==> src/inc/lbo_pkg.sv <==
// Shared constants and types of the logic and bit operation datapath
`default_nettype none

package lbo_pkg;

    // ------------------------------------------------------------
    // Widths
    // ------------------------------------------------------------
    localparam int DATA_W  = 8;
    localparam int BUS_AW  = 8;
    localparam int BUS_DW  = 32;
    localparam int MEM_DEP = 16;

    // ------------------------------------------------------------
    // Register byte offsets
    // ------------------------------------------------------------
    localparam logic [7:0] OFS_CMD    = 8'h00;
    localparam logic [7:0] OFS_WORK   = 8'h04;
    localparam logic [7:0] OFS_PORT   = 8'h08;
    localparam logic [7:0] OFS_FLAGS  = 8'h0c;
    localparam logic [7:0] OFS_STATUS = 8'h10;
    localparam logic [7:0] OFS_COUNT  = 8'h14;
    localparam logic [7:0] OFS_MEM    = 8'h40;

    // ------------------------------------------------------------
    // Command word fields
    // ------------------------------------------------------------
    localparam int CMD_OP_LSB  = 0;
    localparam int CMD_BIT_LSB = 4;
    localparam int CMD_ADR_LSB = 8;

    // Status bit positions
    localparam int STS_BAD_OP  = 0;
    localparam int STS_BAD_ADR = 1;

    // ------------------------------------------------------------
    // Reset values
    // ------------------------------------------------------------
    localparam logic [7:0] RST_BYTE  = 8'h00;
    localparam logic [3:0] RST_FLAGS = 4'h0;
    localparam logic [15:0] RST_CMD  = 16'h0000;
    localparam logic [15:0] RST_CNT  = 16'h0000;

    // Operation codes
    typedef enum logic [3:0] {
        OP_NONE      = 4'h0,
        OP_XOR_IO_A  = 4'h1,
        OP_XOR_A_MEM = 4'h2,
        OP_XOR_MEM_A = 4'h3,
        OP_NOT_A     = 4'h4,
        OP_NOT_MEM   = 4'h5,
        OP_NEG_A     = 4'h6,
        OP_NEG_MEM   = 4'h7,
        OP_CLR_IO    = 4'h8,
        OP_SET_IO    = 4'h9,
        OP_CLR_MEM   = 4'ha,
        OP_SET_MEM   = 4'hb
    } lbo_op_type;

    // Result destinations
    typedef enum logic [1:0] {
        DST_NONE = 2'h0,
        DST_WORK = 2'h1,
        DST_PORT = 2'h2,
        DST_MEM  = 2'h3
    } lbo_dst_type;

    // Four arithmetic flags
    typedef struct packed {
        logic signed_wrap_flag;
        logic nibble_borrow_flag;
        logic borrow_flag;
        logic null_flag;
    } lbo_flags_type;

    // Datapath result
    typedef struct packed {
        lbo_dst_type dst;
        logic [7:0]  value;
        logic        upd_null;
        logic        null_val;
        logic        op_ok;
    } lbo_res_type;

    // APB request and answer
    typedef struct packed {
        logic        psel;
        logic        penable;
        logic        pwrite;
        logic [7:0]  paddr;
        logic [31:0] pwdata;
        logic [3:0]  pstrb;
    } lbo_apb_req_type;

    typedef struct packed {
        logic [31:0] prdata;
        logic        pready;
        logic        pslverr;
    } lbo_apb_rsp_type;

endpackage

`default_nettype wire

==> src/verilog/lbo_alu.sv <==
// Combinational result and null-flag logic for one operation
`default_nettype none

module lbo_alu (
    input  wire lbo_pkg::lbo_op_type op_i,
    input  wire logic [7:0]          work_i,
    input  wire logic [7:0]          port_i,
    input  wire logic [7:0]          mem_i,
    input  wire logic [2:0]          bit_i,
    output lbo_pkg::lbo_res_type     res_o
);
    import lbo_pkg::*;

    // ------------------------------------------------------------
    // Operation decode
    // ------------------------------------------------------------
    // One-hot mask of the selected bit position
    logic [7:0] bit_mask;
    assign bit_mask = 8'h01 << bit_i;

    // Value, destination and null-flag update per operation
    always_comb begin
        res_o          = '0;
        res_o.op_ok    = 1'b1;
        res_o.dst      = DST_NONE;
        case (op_i)
            OP_NONE: begin
                res_o.dst = DST_NONE;
            end
            OP_XOR_IO_A: begin
                res_o.dst   = DST_PORT;
                res_o.value = work_i ^ port_i;
            end
            OP_XOR_A_MEM: begin
                res_o.dst      = DST_WORK;
                res_o.value    = work_i ^ mem_i;
                res_o.upd_null = 1'b1;
            end
            OP_XOR_MEM_A: begin
                res_o.dst      = DST_MEM;
                res_o.value    = work_i ^ mem_i;
                res_o.upd_null = 1'b1;
            end
            OP_NOT_A: begin
                res_o.dst      = DST_WORK;
                res_o.value    = ~work_i;
                res_o.upd_null = 1'b1;
            end
            OP_NOT_MEM: begin
                res_o.dst      = DST_MEM;
                res_o.value    = ~mem_i;
                res_o.upd_null = 1'b1;
            end
            OP_NEG_A: begin
                res_o.dst      = DST_WORK;
                res_o.value    = 8'h00 - work_i;
                res_o.upd_null = 1'b1;
            end
            OP_NEG_MEM: begin
                res_o.dst      = DST_MEM;
                res_o.value    = 8'h00 - mem_i;
                res_o.upd_null = 1'b1;
            end
            OP_CLR_IO: begin
                res_o.dst   = DST_PORT;
                res_o.value = port_i & ~bit_mask;
            end
            OP_SET_IO: begin
                res_o.dst   = DST_PORT;
                res_o.value = port_i | bit_mask;
            end
            OP_CLR_MEM: begin
                res_o.dst   = DST_MEM;
                res_o.value = mem_i & ~bit_mask;
            end
            OP_SET_MEM: begin
                res_o.dst   = DST_MEM;
                res_o.value = mem_i | bit_mask;
            end
            default: begin
                res_o.op_ok = 1'b0;
            end
        endcase
        // Zero test over the full 8-bit result
        res_o.null_val = (res_o.value == 8'h00);
    end

endmodule

`default_nettype wire

==> src/verilog/lbo_datapath.sv <==
// Logic and bit operation datapath with APB register access

`default_nettype none

module lbo_datapath #(
    parameter int MEM_DEPTH = lbo_pkg::MEM_DEP
) (
    input  wire logic                     mclk_i,
    input  wire logic                     srst_i,
    input  wire lbo_pkg::lbo_apb_req_type apb_req_i,
    output lbo_pkg::lbo_apb_rsp_type      apb_rsp_o,
    output logic [7:0]                    port_a_data_o,
    output logic [7:0]                    work_register_a_o,
    output lbo_pkg::lbo_flags_type        flags_o
);
    import lbo_pkg::*;

    // Depth is a power of two
    localparam int MAW = $clog2(MEM_DEPTH);

    // ------------------------------------------------------------
    // Address decode helpers
    // ------------------------------------------------------------
    // True when the byte address falls in the memory window and is word aligned
    function automatic logic is_mem_adr(input logic [7:0] adr);
        logic [7:0] top;

        // Window end
        top = 8'(OFS_MEM + 8'(MEM_DEPTH * 4));
        is_mem_adr = (adr >= OFS_MEM) && (adr < top)
                     && (adr[1:0] == 2'b00);
    endfunction

    // Memory index behind a window address
    function automatic logic [MAW-1:0] mem_idx(input logic [7:0] adr);
        logic [7:0] ofs;

        // Word index
        ofs = 8'(adr - OFS_MEM);
        mem_idx = ofs[MAW+1:2];
    endfunction

    // True for any mapped register address
    function automatic logic is_mapped(input logic [7:0] adr);
        is_mapped = (adr == OFS_CMD)
                    || (adr == OFS_WORK)
                    || (adr == OFS_PORT)
                    || (adr == OFS_FLAGS)
                    || (adr == OFS_STATUS)
                    || (adr == OFS_COUNT)
                    || is_mem_adr(adr);
    endfunction

    // ------------------------------------------------------------
    // State
    // ------------------------------------------------------------
    // Software-visible state
    logic [7:0]    work_a_reg;
    logic [7:0]    port_a_reg;
    lbo_flags_type flags_reg;
    logic [7:0]    mem_reg [MEM_DEPTH];

    // Command, errors, count
    logic [15:0]   cmd_reg;
    logic [1:0]    status_reg;
    logic [15:0]   exec_cnt_reg;

    // Bus answer
    logic          ack_reg;
    logic [31:0]   rdata_reg;
    logic          err_reg;

    // ------------------------------------------------------------
    // APB phase decode
    // ------------------------------------------------------------
    // One wait state: first access cycle prepares the answer
    logic access;
    logic done;
    logic wr_done;

    // Request fields
    logic [7:0] adr;
    logic [31:0] wdat;
    logic [3:0] strb;

    assign adr     = apb_req_i.paddr;
    assign wdat    = apb_req_i.pwdata;
    assign strb    = apb_req_i.pstrb;
    assign access  = apb_req_i.psel && apb_req_i.penable;
    assign done    = access && ack_reg;
    assign wr_done = done && apb_req_i.pwrite
                     && is_mapped(adr);

    // Per-register write strobes, lane 0 carries byte data
    logic wr_cmd;
    logic wr_work;
    logic wr_port;
    logic wr_flags;
    logic wr_status;
    logic wr_mem;

    // Refused writes: no strobe
    assign wr_cmd    = wr_done && (adr == OFS_CMD) && strb[0];
    assign wr_work   = wr_done && (adr == OFS_WORK) && strb[0];
    assign wr_port   = wr_done && (adr == OFS_PORT) && strb[0];
    assign wr_flags  = wr_done && (adr == OFS_FLAGS) && strb[0];
    assign wr_status = wr_done && (adr == OFS_STATUS) && strb[0];
    assign wr_mem    = wr_done && is_mem_adr(adr) && strb[0];

    // ------------------------------------------------------------
    // Command fields
    // ------------------------------------------------------------
    // Address lane ignored when its strobe is low
    logic [7:0]     cmd_adr;
    logic [2:0]     cmd_bit;
    logic [3:0]     cmd_op_raw;
    lbo_op_type     cmd_op;
    logic           adr_ok;
    logic [MAW-1:0] cmd_idx;

    // Fields from the lanes
    assign cmd_op_raw = wdat[CMD_OP_LSB +: 4];
    assign cmd_op     = lbo_op_type'(cmd_op_raw);
    assign cmd_bit    = wdat[CMD_BIT_LSB +: 3];
    assign cmd_adr    = strb[1] ? wdat[CMD_ADR_LSB +: 8]
                                : RST_BYTE;
    // Full width, no aliasing
    assign adr_ok     = (32'(cmd_adr) < 32'(MEM_DEPTH));
    assign cmd_idx    = cmd_adr[MAW-1:0];

    // ------------------------------------------------------------
    // Datapath
    // ------------------------------------------------------------
    // Result of the bus command
    lbo_res_type res;
    logic [7:0]  mem_rd;

    // Out-of-range addresses read as zero, never index the array
    assign mem_rd = adr_ok ? mem_reg[cmd_idx] : RST_BYTE;

    // Operand select and result
    lbo_alu u_alu (
        .op_i   (cmd_op),
        .work_i (work_a_reg),
        .port_i (port_a_reg),
        .mem_i  (mem_rd),
        .bit_i  (cmd_bit),
        .res_o  (res)
    );

    // A memory op with a bad address is refused whole
    logic needs_mem;
    logic exec;
    logic bad_op;
    logic bad_adr;

    // Op 2 reads memory too
    assign needs_mem = (res.dst == DST_MEM)
                       || (cmd_op == OP_XOR_A_MEM);
    assign bad_op    = wr_cmd && !res.op_ok;
    assign bad_adr   = wr_cmd && res.op_ok && needs_mem
                       && !adr_ok;
    assign exec      = wr_cmd && res.op_ok
                       && !(needs_mem && !adr_ok);

    // ------------------------------------------------------------
    // APB answer
    // ------------------------------------------------------------
    // Ready one cycle after the access phase opens
    // Pulse, so back to back is safe
    always_ff @(posedge mclk_i) begin
        if (srst_i) begin
            ack_reg <= 1'b0;
        end else begin
            ack_reg <= access && !ack_reg;
        end
    end

    // Read data and error are captured with the answer
    // Unmapped: zero and error
    always_ff @(posedge mclk_i) begin
        if (srst_i) begin
            rdata_reg <= 32'h0000_0000;
            err_reg   <= 1'b0;
        end else if (access && !ack_reg) begin
            err_reg   <= !is_mapped(adr);
            rdata_reg <= 32'h0000_0000;
            // Writes answer zero
            if (!apb_req_i.pwrite) begin
                case (1'b1)
                    (adr == OFS_CMD):    rdata_reg <= {16'h0000, cmd_reg};
                    (adr == OFS_WORK):   rdata_reg <= {24'h000000, work_a_reg};
                    (adr == OFS_PORT):   rdata_reg <= {24'h000000, port_a_reg};
                    (adr == OFS_FLAGS):  rdata_reg <= {28'h0000000, flags_reg};
                    (adr == OFS_STATUS): rdata_reg <= {30'h00000000, status_reg};
                    (adr == OFS_COUNT):  rdata_reg <= {16'h0000, exec_cnt_reg};
                    is_mem_adr(adr):     rdata_reg <= {24'h000000, mem_reg[mem_idx(adr)]};
                    default:             rdata_reg <= 32'h0000_0000;
                endcase
            end
        end else if (!access) begin
            err_reg <= 1'b0;
        end
    end

    // Error only with ready
    assign apb_rsp_o.prdata  = rdata_reg;
    assign apb_rsp_o.pready  = ack_reg;
    assign apb_rsp_o.pslverr = err_reg && ack_reg;

    // ------------------------------------------------------------
    // Command register
    // ------------------------------------------------------------
    // Keeps the last command word for software to read back
    // Address lane needs its strobe
    always_ff @(posedge mclk_i) begin
        if (srst_i) begin
            cmd_reg <= RST_CMD;
        end else if (wr_cmd) begin
            cmd_reg <= {cmd_adr, 1'b0, cmd_bit, cmd_op_raw};
        end
    end

    // ------------------------------------------------------------
    // Work register
    // ------------------------------------------------------------
    // An op wins over a load
    always_ff @(posedge mclk_i) begin
        if (srst_i) begin
            work_a_reg <= RST_BYTE;
        end else if (exec && res.dst == DST_WORK) begin
            work_a_reg <= res.value;
        end else if (wr_work) begin
            work_a_reg <= wdat[7:0];
        end
    end

    // ------------------------------------------------------------
    // Port A data register
    // ------------------------------------------------------------
    // Bit ops rewrite the whole byte with only bit n changed
    always_ff @(posedge mclk_i) begin
        if (srst_i) begin
            port_a_reg <= RST_BYTE;
        end else if (exec && res.dst == DST_PORT) begin
            port_a_reg <= res.value;
        end else if (wr_port) begin
            port_a_reg <= wdat[7:0];
        end
    end

    // ------------------------------------------------------------
    // Data memory
    // ------------------------------------------------------------
    // Read-modify-write completes in the command's own cycle
    // Refused ops leave it
    always_ff @(posedge mclk_i) begin
        if (srst_i) begin
            for (int i = 0; i < MEM_DEPTH; i++) begin
                mem_reg[i] <= RST_BYTE;
            end
        end else if (exec && res.dst == DST_MEM) begin
            mem_reg[cmd_idx] <= res.value;
        end else if (wr_mem) begin
            mem_reg[mem_idx(adr)] <= wdat[7:0];
        end
    end

    // ------------------------------------------------------------
    // Flags
    // ------------------------------------------------------------
    // Borrow, nibble-borrow and wrap are never touched by these ops
    // Software may preset all
    always_ff @(posedge mclk_i) begin
        if (srst_i) begin
            flags_reg <= lbo_flags_type'(RST_FLAGS);
        end else if (exec && res.upd_null) begin
            flags_reg.null_flag <= res.null_val;
        end else if (wr_flags) begin
            flags_reg <= lbo_flags_type'(wdat[3:0]);
        end
    end

    // ------------------------------------------------------------
    // Status and counter
    // ------------------------------------------------------------
    // Sticky error bits; a new event wins over a write-one clear
    always_ff @(posedge mclk_i) begin
        if (srst_i) begin
            status_reg <= 2'b00;
        end else begin
            // Write one to clear
            if (wr_status && wdat[STS_BAD_OP]) begin
                status_reg[STS_BAD_OP] <= 1'b0;
            end
            if (wr_status && wdat[STS_BAD_ADR]) begin
                status_reg[STS_BAD_ADR] <= 1'b0;
            end

            // Events last, so set wins
            if (bad_op) begin
                status_reg[STS_BAD_OP] <= 1'b1;
            end
            if (bad_adr) begin
                status_reg[STS_BAD_ADR] <= 1'b1;
            end
        end
    end

    // Executed commands, wraps at full scale
    // Refused ops not counted
    always_ff @(posedge mclk_i) begin
        if (srst_i) begin
            exec_cnt_reg <= RST_CNT;
        end else if (exec) begin
            exec_cnt_reg <= 16'(exec_cnt_reg + 16'h0001);
        end
    end

    // ------------------------------------------------------------
    // Outputs
    // ------------------------------------------------------------
    // All from flip-flops
    assign port_a_data_o     = port_a_reg;
    assign work_register_a_o = work_a_reg;
    assign flags_o           = flags_reg;

endmodule

`default_nettype wire
==> config.mk <==
export PLATFORM = sky130hd
export DESIGN_NAME = lbo_datapath
export DESIGN_NICKNAME = d
export VERILOG_FILES = /design/src/inc/lbo_pkg.sv /design/src/verilog/lbo_alu.sv /design/src/verilog/lbo_datapath.sv
export SDC_FILE = /design/constraint.sdc
export NUM_CORES = 1
export LEC_CHECK = 0
export ABC_AREA = 1
export BUFFER_PORTS_ARGS = -buffer_cell sky130_fd_sc_hd__buf_2
export CAP_MARGIN = 20
export CORE_UTILIZATION = 35
export DETAILED_ROUTE_END_ITERATION = 6
export PLACE_DENSITY = 0.56
export SKIP_LAST_GASP = 1
export SLEW_MARGIN = 5
export SYNTH_ARGS = -nofsm -noshare
export SYNTH_HDL_FRONTEND = slang
export SYNTH_SLANG_ARGS = --single-unit
==> constraint.sdc <==
create_clock -name mclk_i -period 3.15 [get_ports mclk_i]
set_clock_uncertainty 0.2 [all_clocks]
set_input_delay 0.315 -clock mclk_i [delete_from_list [all_inputs] [get_ports mclk_i]]
set_output_delay 0.315 -clock mclk_i [all_outputs]
set_load 0.01 [all_outputs]
==> metrics.txt <==
outcome complete, no violations; PD cells between 400 and 500 nW/um2; WP data arrival a little under 3 ns; peak supply drop between 300 and 400 uV; switching part of the total 0.284; Hold Violations, Final 0; worst skew pair latency 0.46 ns; number of H-tree levels 4; Core ar. approximately 33000 um2; ant diodes 0; IO Pins approximately 100; Tmin final between 2 and 3 ns; post-synth top area share 0.325; final setup fails 0; cell breakdown of the critical path dlygate4sd3_1, buf_2, nand2_1, nand4_1, inv_2, nor2_1, nor3_4, nand2_2, o31ai_2, inv_2, nor3_4, buf_12, nand2_4, nand2_1; Rows 66; Worst Reg-to-Reg Cells 18; WL per Instance 19.6 um; Power Total about 6.0 mW; GR Overflow Total 0; Setup crit end kind flop; final wirelength ~43000 um; Post-Syn Area 11800 um2; Sequential Power Share 0.476; RSZ-0062 raised after global routing yes; Net Sw Power 1.71 mW; FMAX approximately 0.34 GHz; max-cap viol count 0; CTS Buffer Depth 2; TNS Setup 0 ns; Root Driver clkbuf_16; Worst Hold End status_reg[0]; Slowest cell on crit path dlygate4sd3_1; P_leak 5.92 nW; Initial DRC Count roughly 1200; Critical Path Fanout Max 8; combinational fraction of design power 0.145; flop2flop setup slack about 0.27 ns; final worst slack 0.165 ns; ys flop type edfxtp_1; reg-to-reg critical path startpoint mem_reg[1][1]; Avg Cell Area, Syn ~7.6 um2; top cell type by total area after synthesis edfxtp_1; CTS tree built; die area between 30000 and 40000 um2; worst hold path startpoint apb_req_i[6]; EDFF count, synth approximately 130; Yosys reg bits a little under 200; worst hold stages 3; Setup WS pre-CTS -0.151 ns; Num CTS Buffers 17; Clock Power Share 0.379; Cell variety after synth just over 50; Final #Nets between 1500 and 2000; DRT Pass-1 Iters 6; Clock transition at path regs ~0.080 ns; DIE HEIGHT roughly 190 um; critical path's largest stage delay roughly 0.53 ns; Synth warnings 0; Pint roughly 4.3 mW; drt via density approximately 5.4; die extent in x about 190 um; Routed Antenna Nets 0; largest cells by area after synthesis edfxtp_1 (33%), dfxtp_1 (12%), nand2_1 (12%); clk sink count 199; max-slew violation count 0; FFs w/ async S/R, synth 0; Final Wtd Congestion ~0.96; Final Cycle Share 0.947; FF-to-FF End mem_reg[13][4]; sequential-to-total area share from yosys stat 0.446; Area growth, synth to finish 21.7%; largest net degree at the start of global routing 27; DP HPWL ~33000 um; total track usage 0.254; max FFs per register 128; hold slack between 0.04 and 0.05 ns; first-pass GRT wire length 64600 um; Worst Setup Start Kind input port; drt drc 0; kind of critical path in2reg; relative max-transition margin 0.281; min-delay worst type in2reg; I/O Buffers 68; Cells after Synth 1565; CP required 3.07 ns; via count 11700; Initial Util 0.360; vias in the first global route 10800; fraction of layout cells with a size suffix above 1 0.189; initial antenna violation count 0; Worst-Margin Slew approximately 1.1 ns
-- power by group through the flow --
stage	clock network [mW]	registers [mW]	logic, mW
after global placement	0	2.92	0.851
after detailed placement	0	2.92	0.852
after global routing	2.40	2.87	0.942
final	2.28	2.86	0.873
after floorplan	0	2.90	0.466
after CTS	2.31	2.86	0.863
-- cells in the mapped netlist (2+ instances only) --
library cell    n
nor3_1         17
buf_4          26
edfxtp_1      128
a22oi_1        40
inv_1         102
o221ai_1        2
nor4_1          3
a211oi_1        3
o31ai_1         2
o2111ai_1       2
a41oi_1         2
buf_2          19
buf_6           5
a21oi_4         3
nand4_1        26
clkinv_1        5
nor2_2          4
nand2_1       366
o211ai_1       21
o21ai_4         2
nand3_1       193
dfxtp_1        71
nor2_4          3
a221oi_1        2
nand2_2        19
nor2_8          2
nand2_4         5
inv_2          10
o22ai_1        13
buf_1           5
o21ai_1         3
a21oi_1        97
o21ai_0        74
ha_1            2
clkbuf_1       37
nor2_1        222
nor3_4          5
o21a_1          2
a31oi_1         7
nor3_2          4
-- worst max path at each step --
stage                        from       endpoint  cells past startpoint
CTS                 apb_req_i[45]  mem_reg[1][3]                     14
floorplan            apb_req_i[1]  mem_reg[0][1]                     15
detailed placement   apb_req_i[1]     flags_o[0]                     19
finish              apb_req_i[16]  mem_reg[6][0]                     14
global route        apb_req_i[16]     flags_o[0]                     19
global placement     apb_req_i[1]     flags_o[0]                     19
-- logic make-up (layout without fill, tap and decap cells) --
kind of cell | count (synthesis) | after routing | synth area share
other | 1 | 16 | 0.000317
adder cells (fa/ha/maj) | 2 | 2 | 0.00212
flip-flops | 199 | 199 | 0.446
AND/OR/NAND/NOR | 872 | 872 | 0.327
buffers and inverters | 210 | 379 | 0.0804
AO/OA/AOI/OAI | 281 | 281 | 0.145
-- critical path: cells and delay by family --
family | cells | cell delay [ns]
buffers and inverters | 5 | 1.16
AND/OR/NAND/NOR | 8 | 1.11
AO/OA/AOI/OAI | 1 | 0.31
-- metal layers --
layer  wire length, um  part of all wire  GRT usage
met1             18900              0.44      0.340
met2             19200              0.45      0.398
met3              3120             0.073     0.0427
met4              1680             0.039      0.120
met5                 0                 0          0
-- area by class of cell --
class / count / area [um2]
fillers: 3368 / 18500
multi-input cells: 1171 / 5710
flip-flops and latches: 199 / 5270
repair buffers: 229 / 1790
well taps: 442 / 553
clock buffers: 19 / 475
inverters: 118 / 445
clock inverters: 13 / 141
-- cells in the final DEF, fill, tap and decap left out, types with 3 or more instances in the layout --
master         netlist  routed
o22ai_1             13      13
a21oi_4              3       3
nand4_1             26      26
nor2_2               4       5
a21oi_2              1       3
nor2_4               3       3
buf_2               19      68
o21ai_1              3       3
a31oi_1              7       7
nor2_1             222     221
inv_6                0       4
nand2_2             19      28
dfxtp_1             71      71
conb_1               1      16
inv_2               10      10
o211ai_1            21      21
nand2_1            366     357
inv_1              102     102
clkinv_1             5       5
nor3_2               4       4
nand3_1            193     192
a22oi_1             40      40
inv_4                1       3
dlygate4sd3_1        0       7
clkinv_8             0       3
clkbuf_16            0      19
nor3_4               5       5
o21ai_0             74      74
edfxtp_1           128     128
nor4_1               3       3
buf_4               26     136
nor3_1              17      17
buf_12               0      18
nand2_4              5       5
a21oi_1             97      95
-- stage by stage --
step / utilization / instances / instance area [um2]
after floorplan: - / 1580 / 11900
after global placement: 0.415 / 2151 / 13600
after detailed placement: 0.415 / 2151 / 13600
after CTS: 0.436 / 2190 / 14300
after global routing: 0.438 / 2191 / 14400
final: 0.438 / 2191 / 14400
-- what timing repair did --
item	CTS	global route
setup buffers	0	1
setup endpoints to repair	0	156
hold buffers	7	0
endpoints found under the hold margin	6	0
resized for setup	0	13
Power figures use the tool's default switching activity.
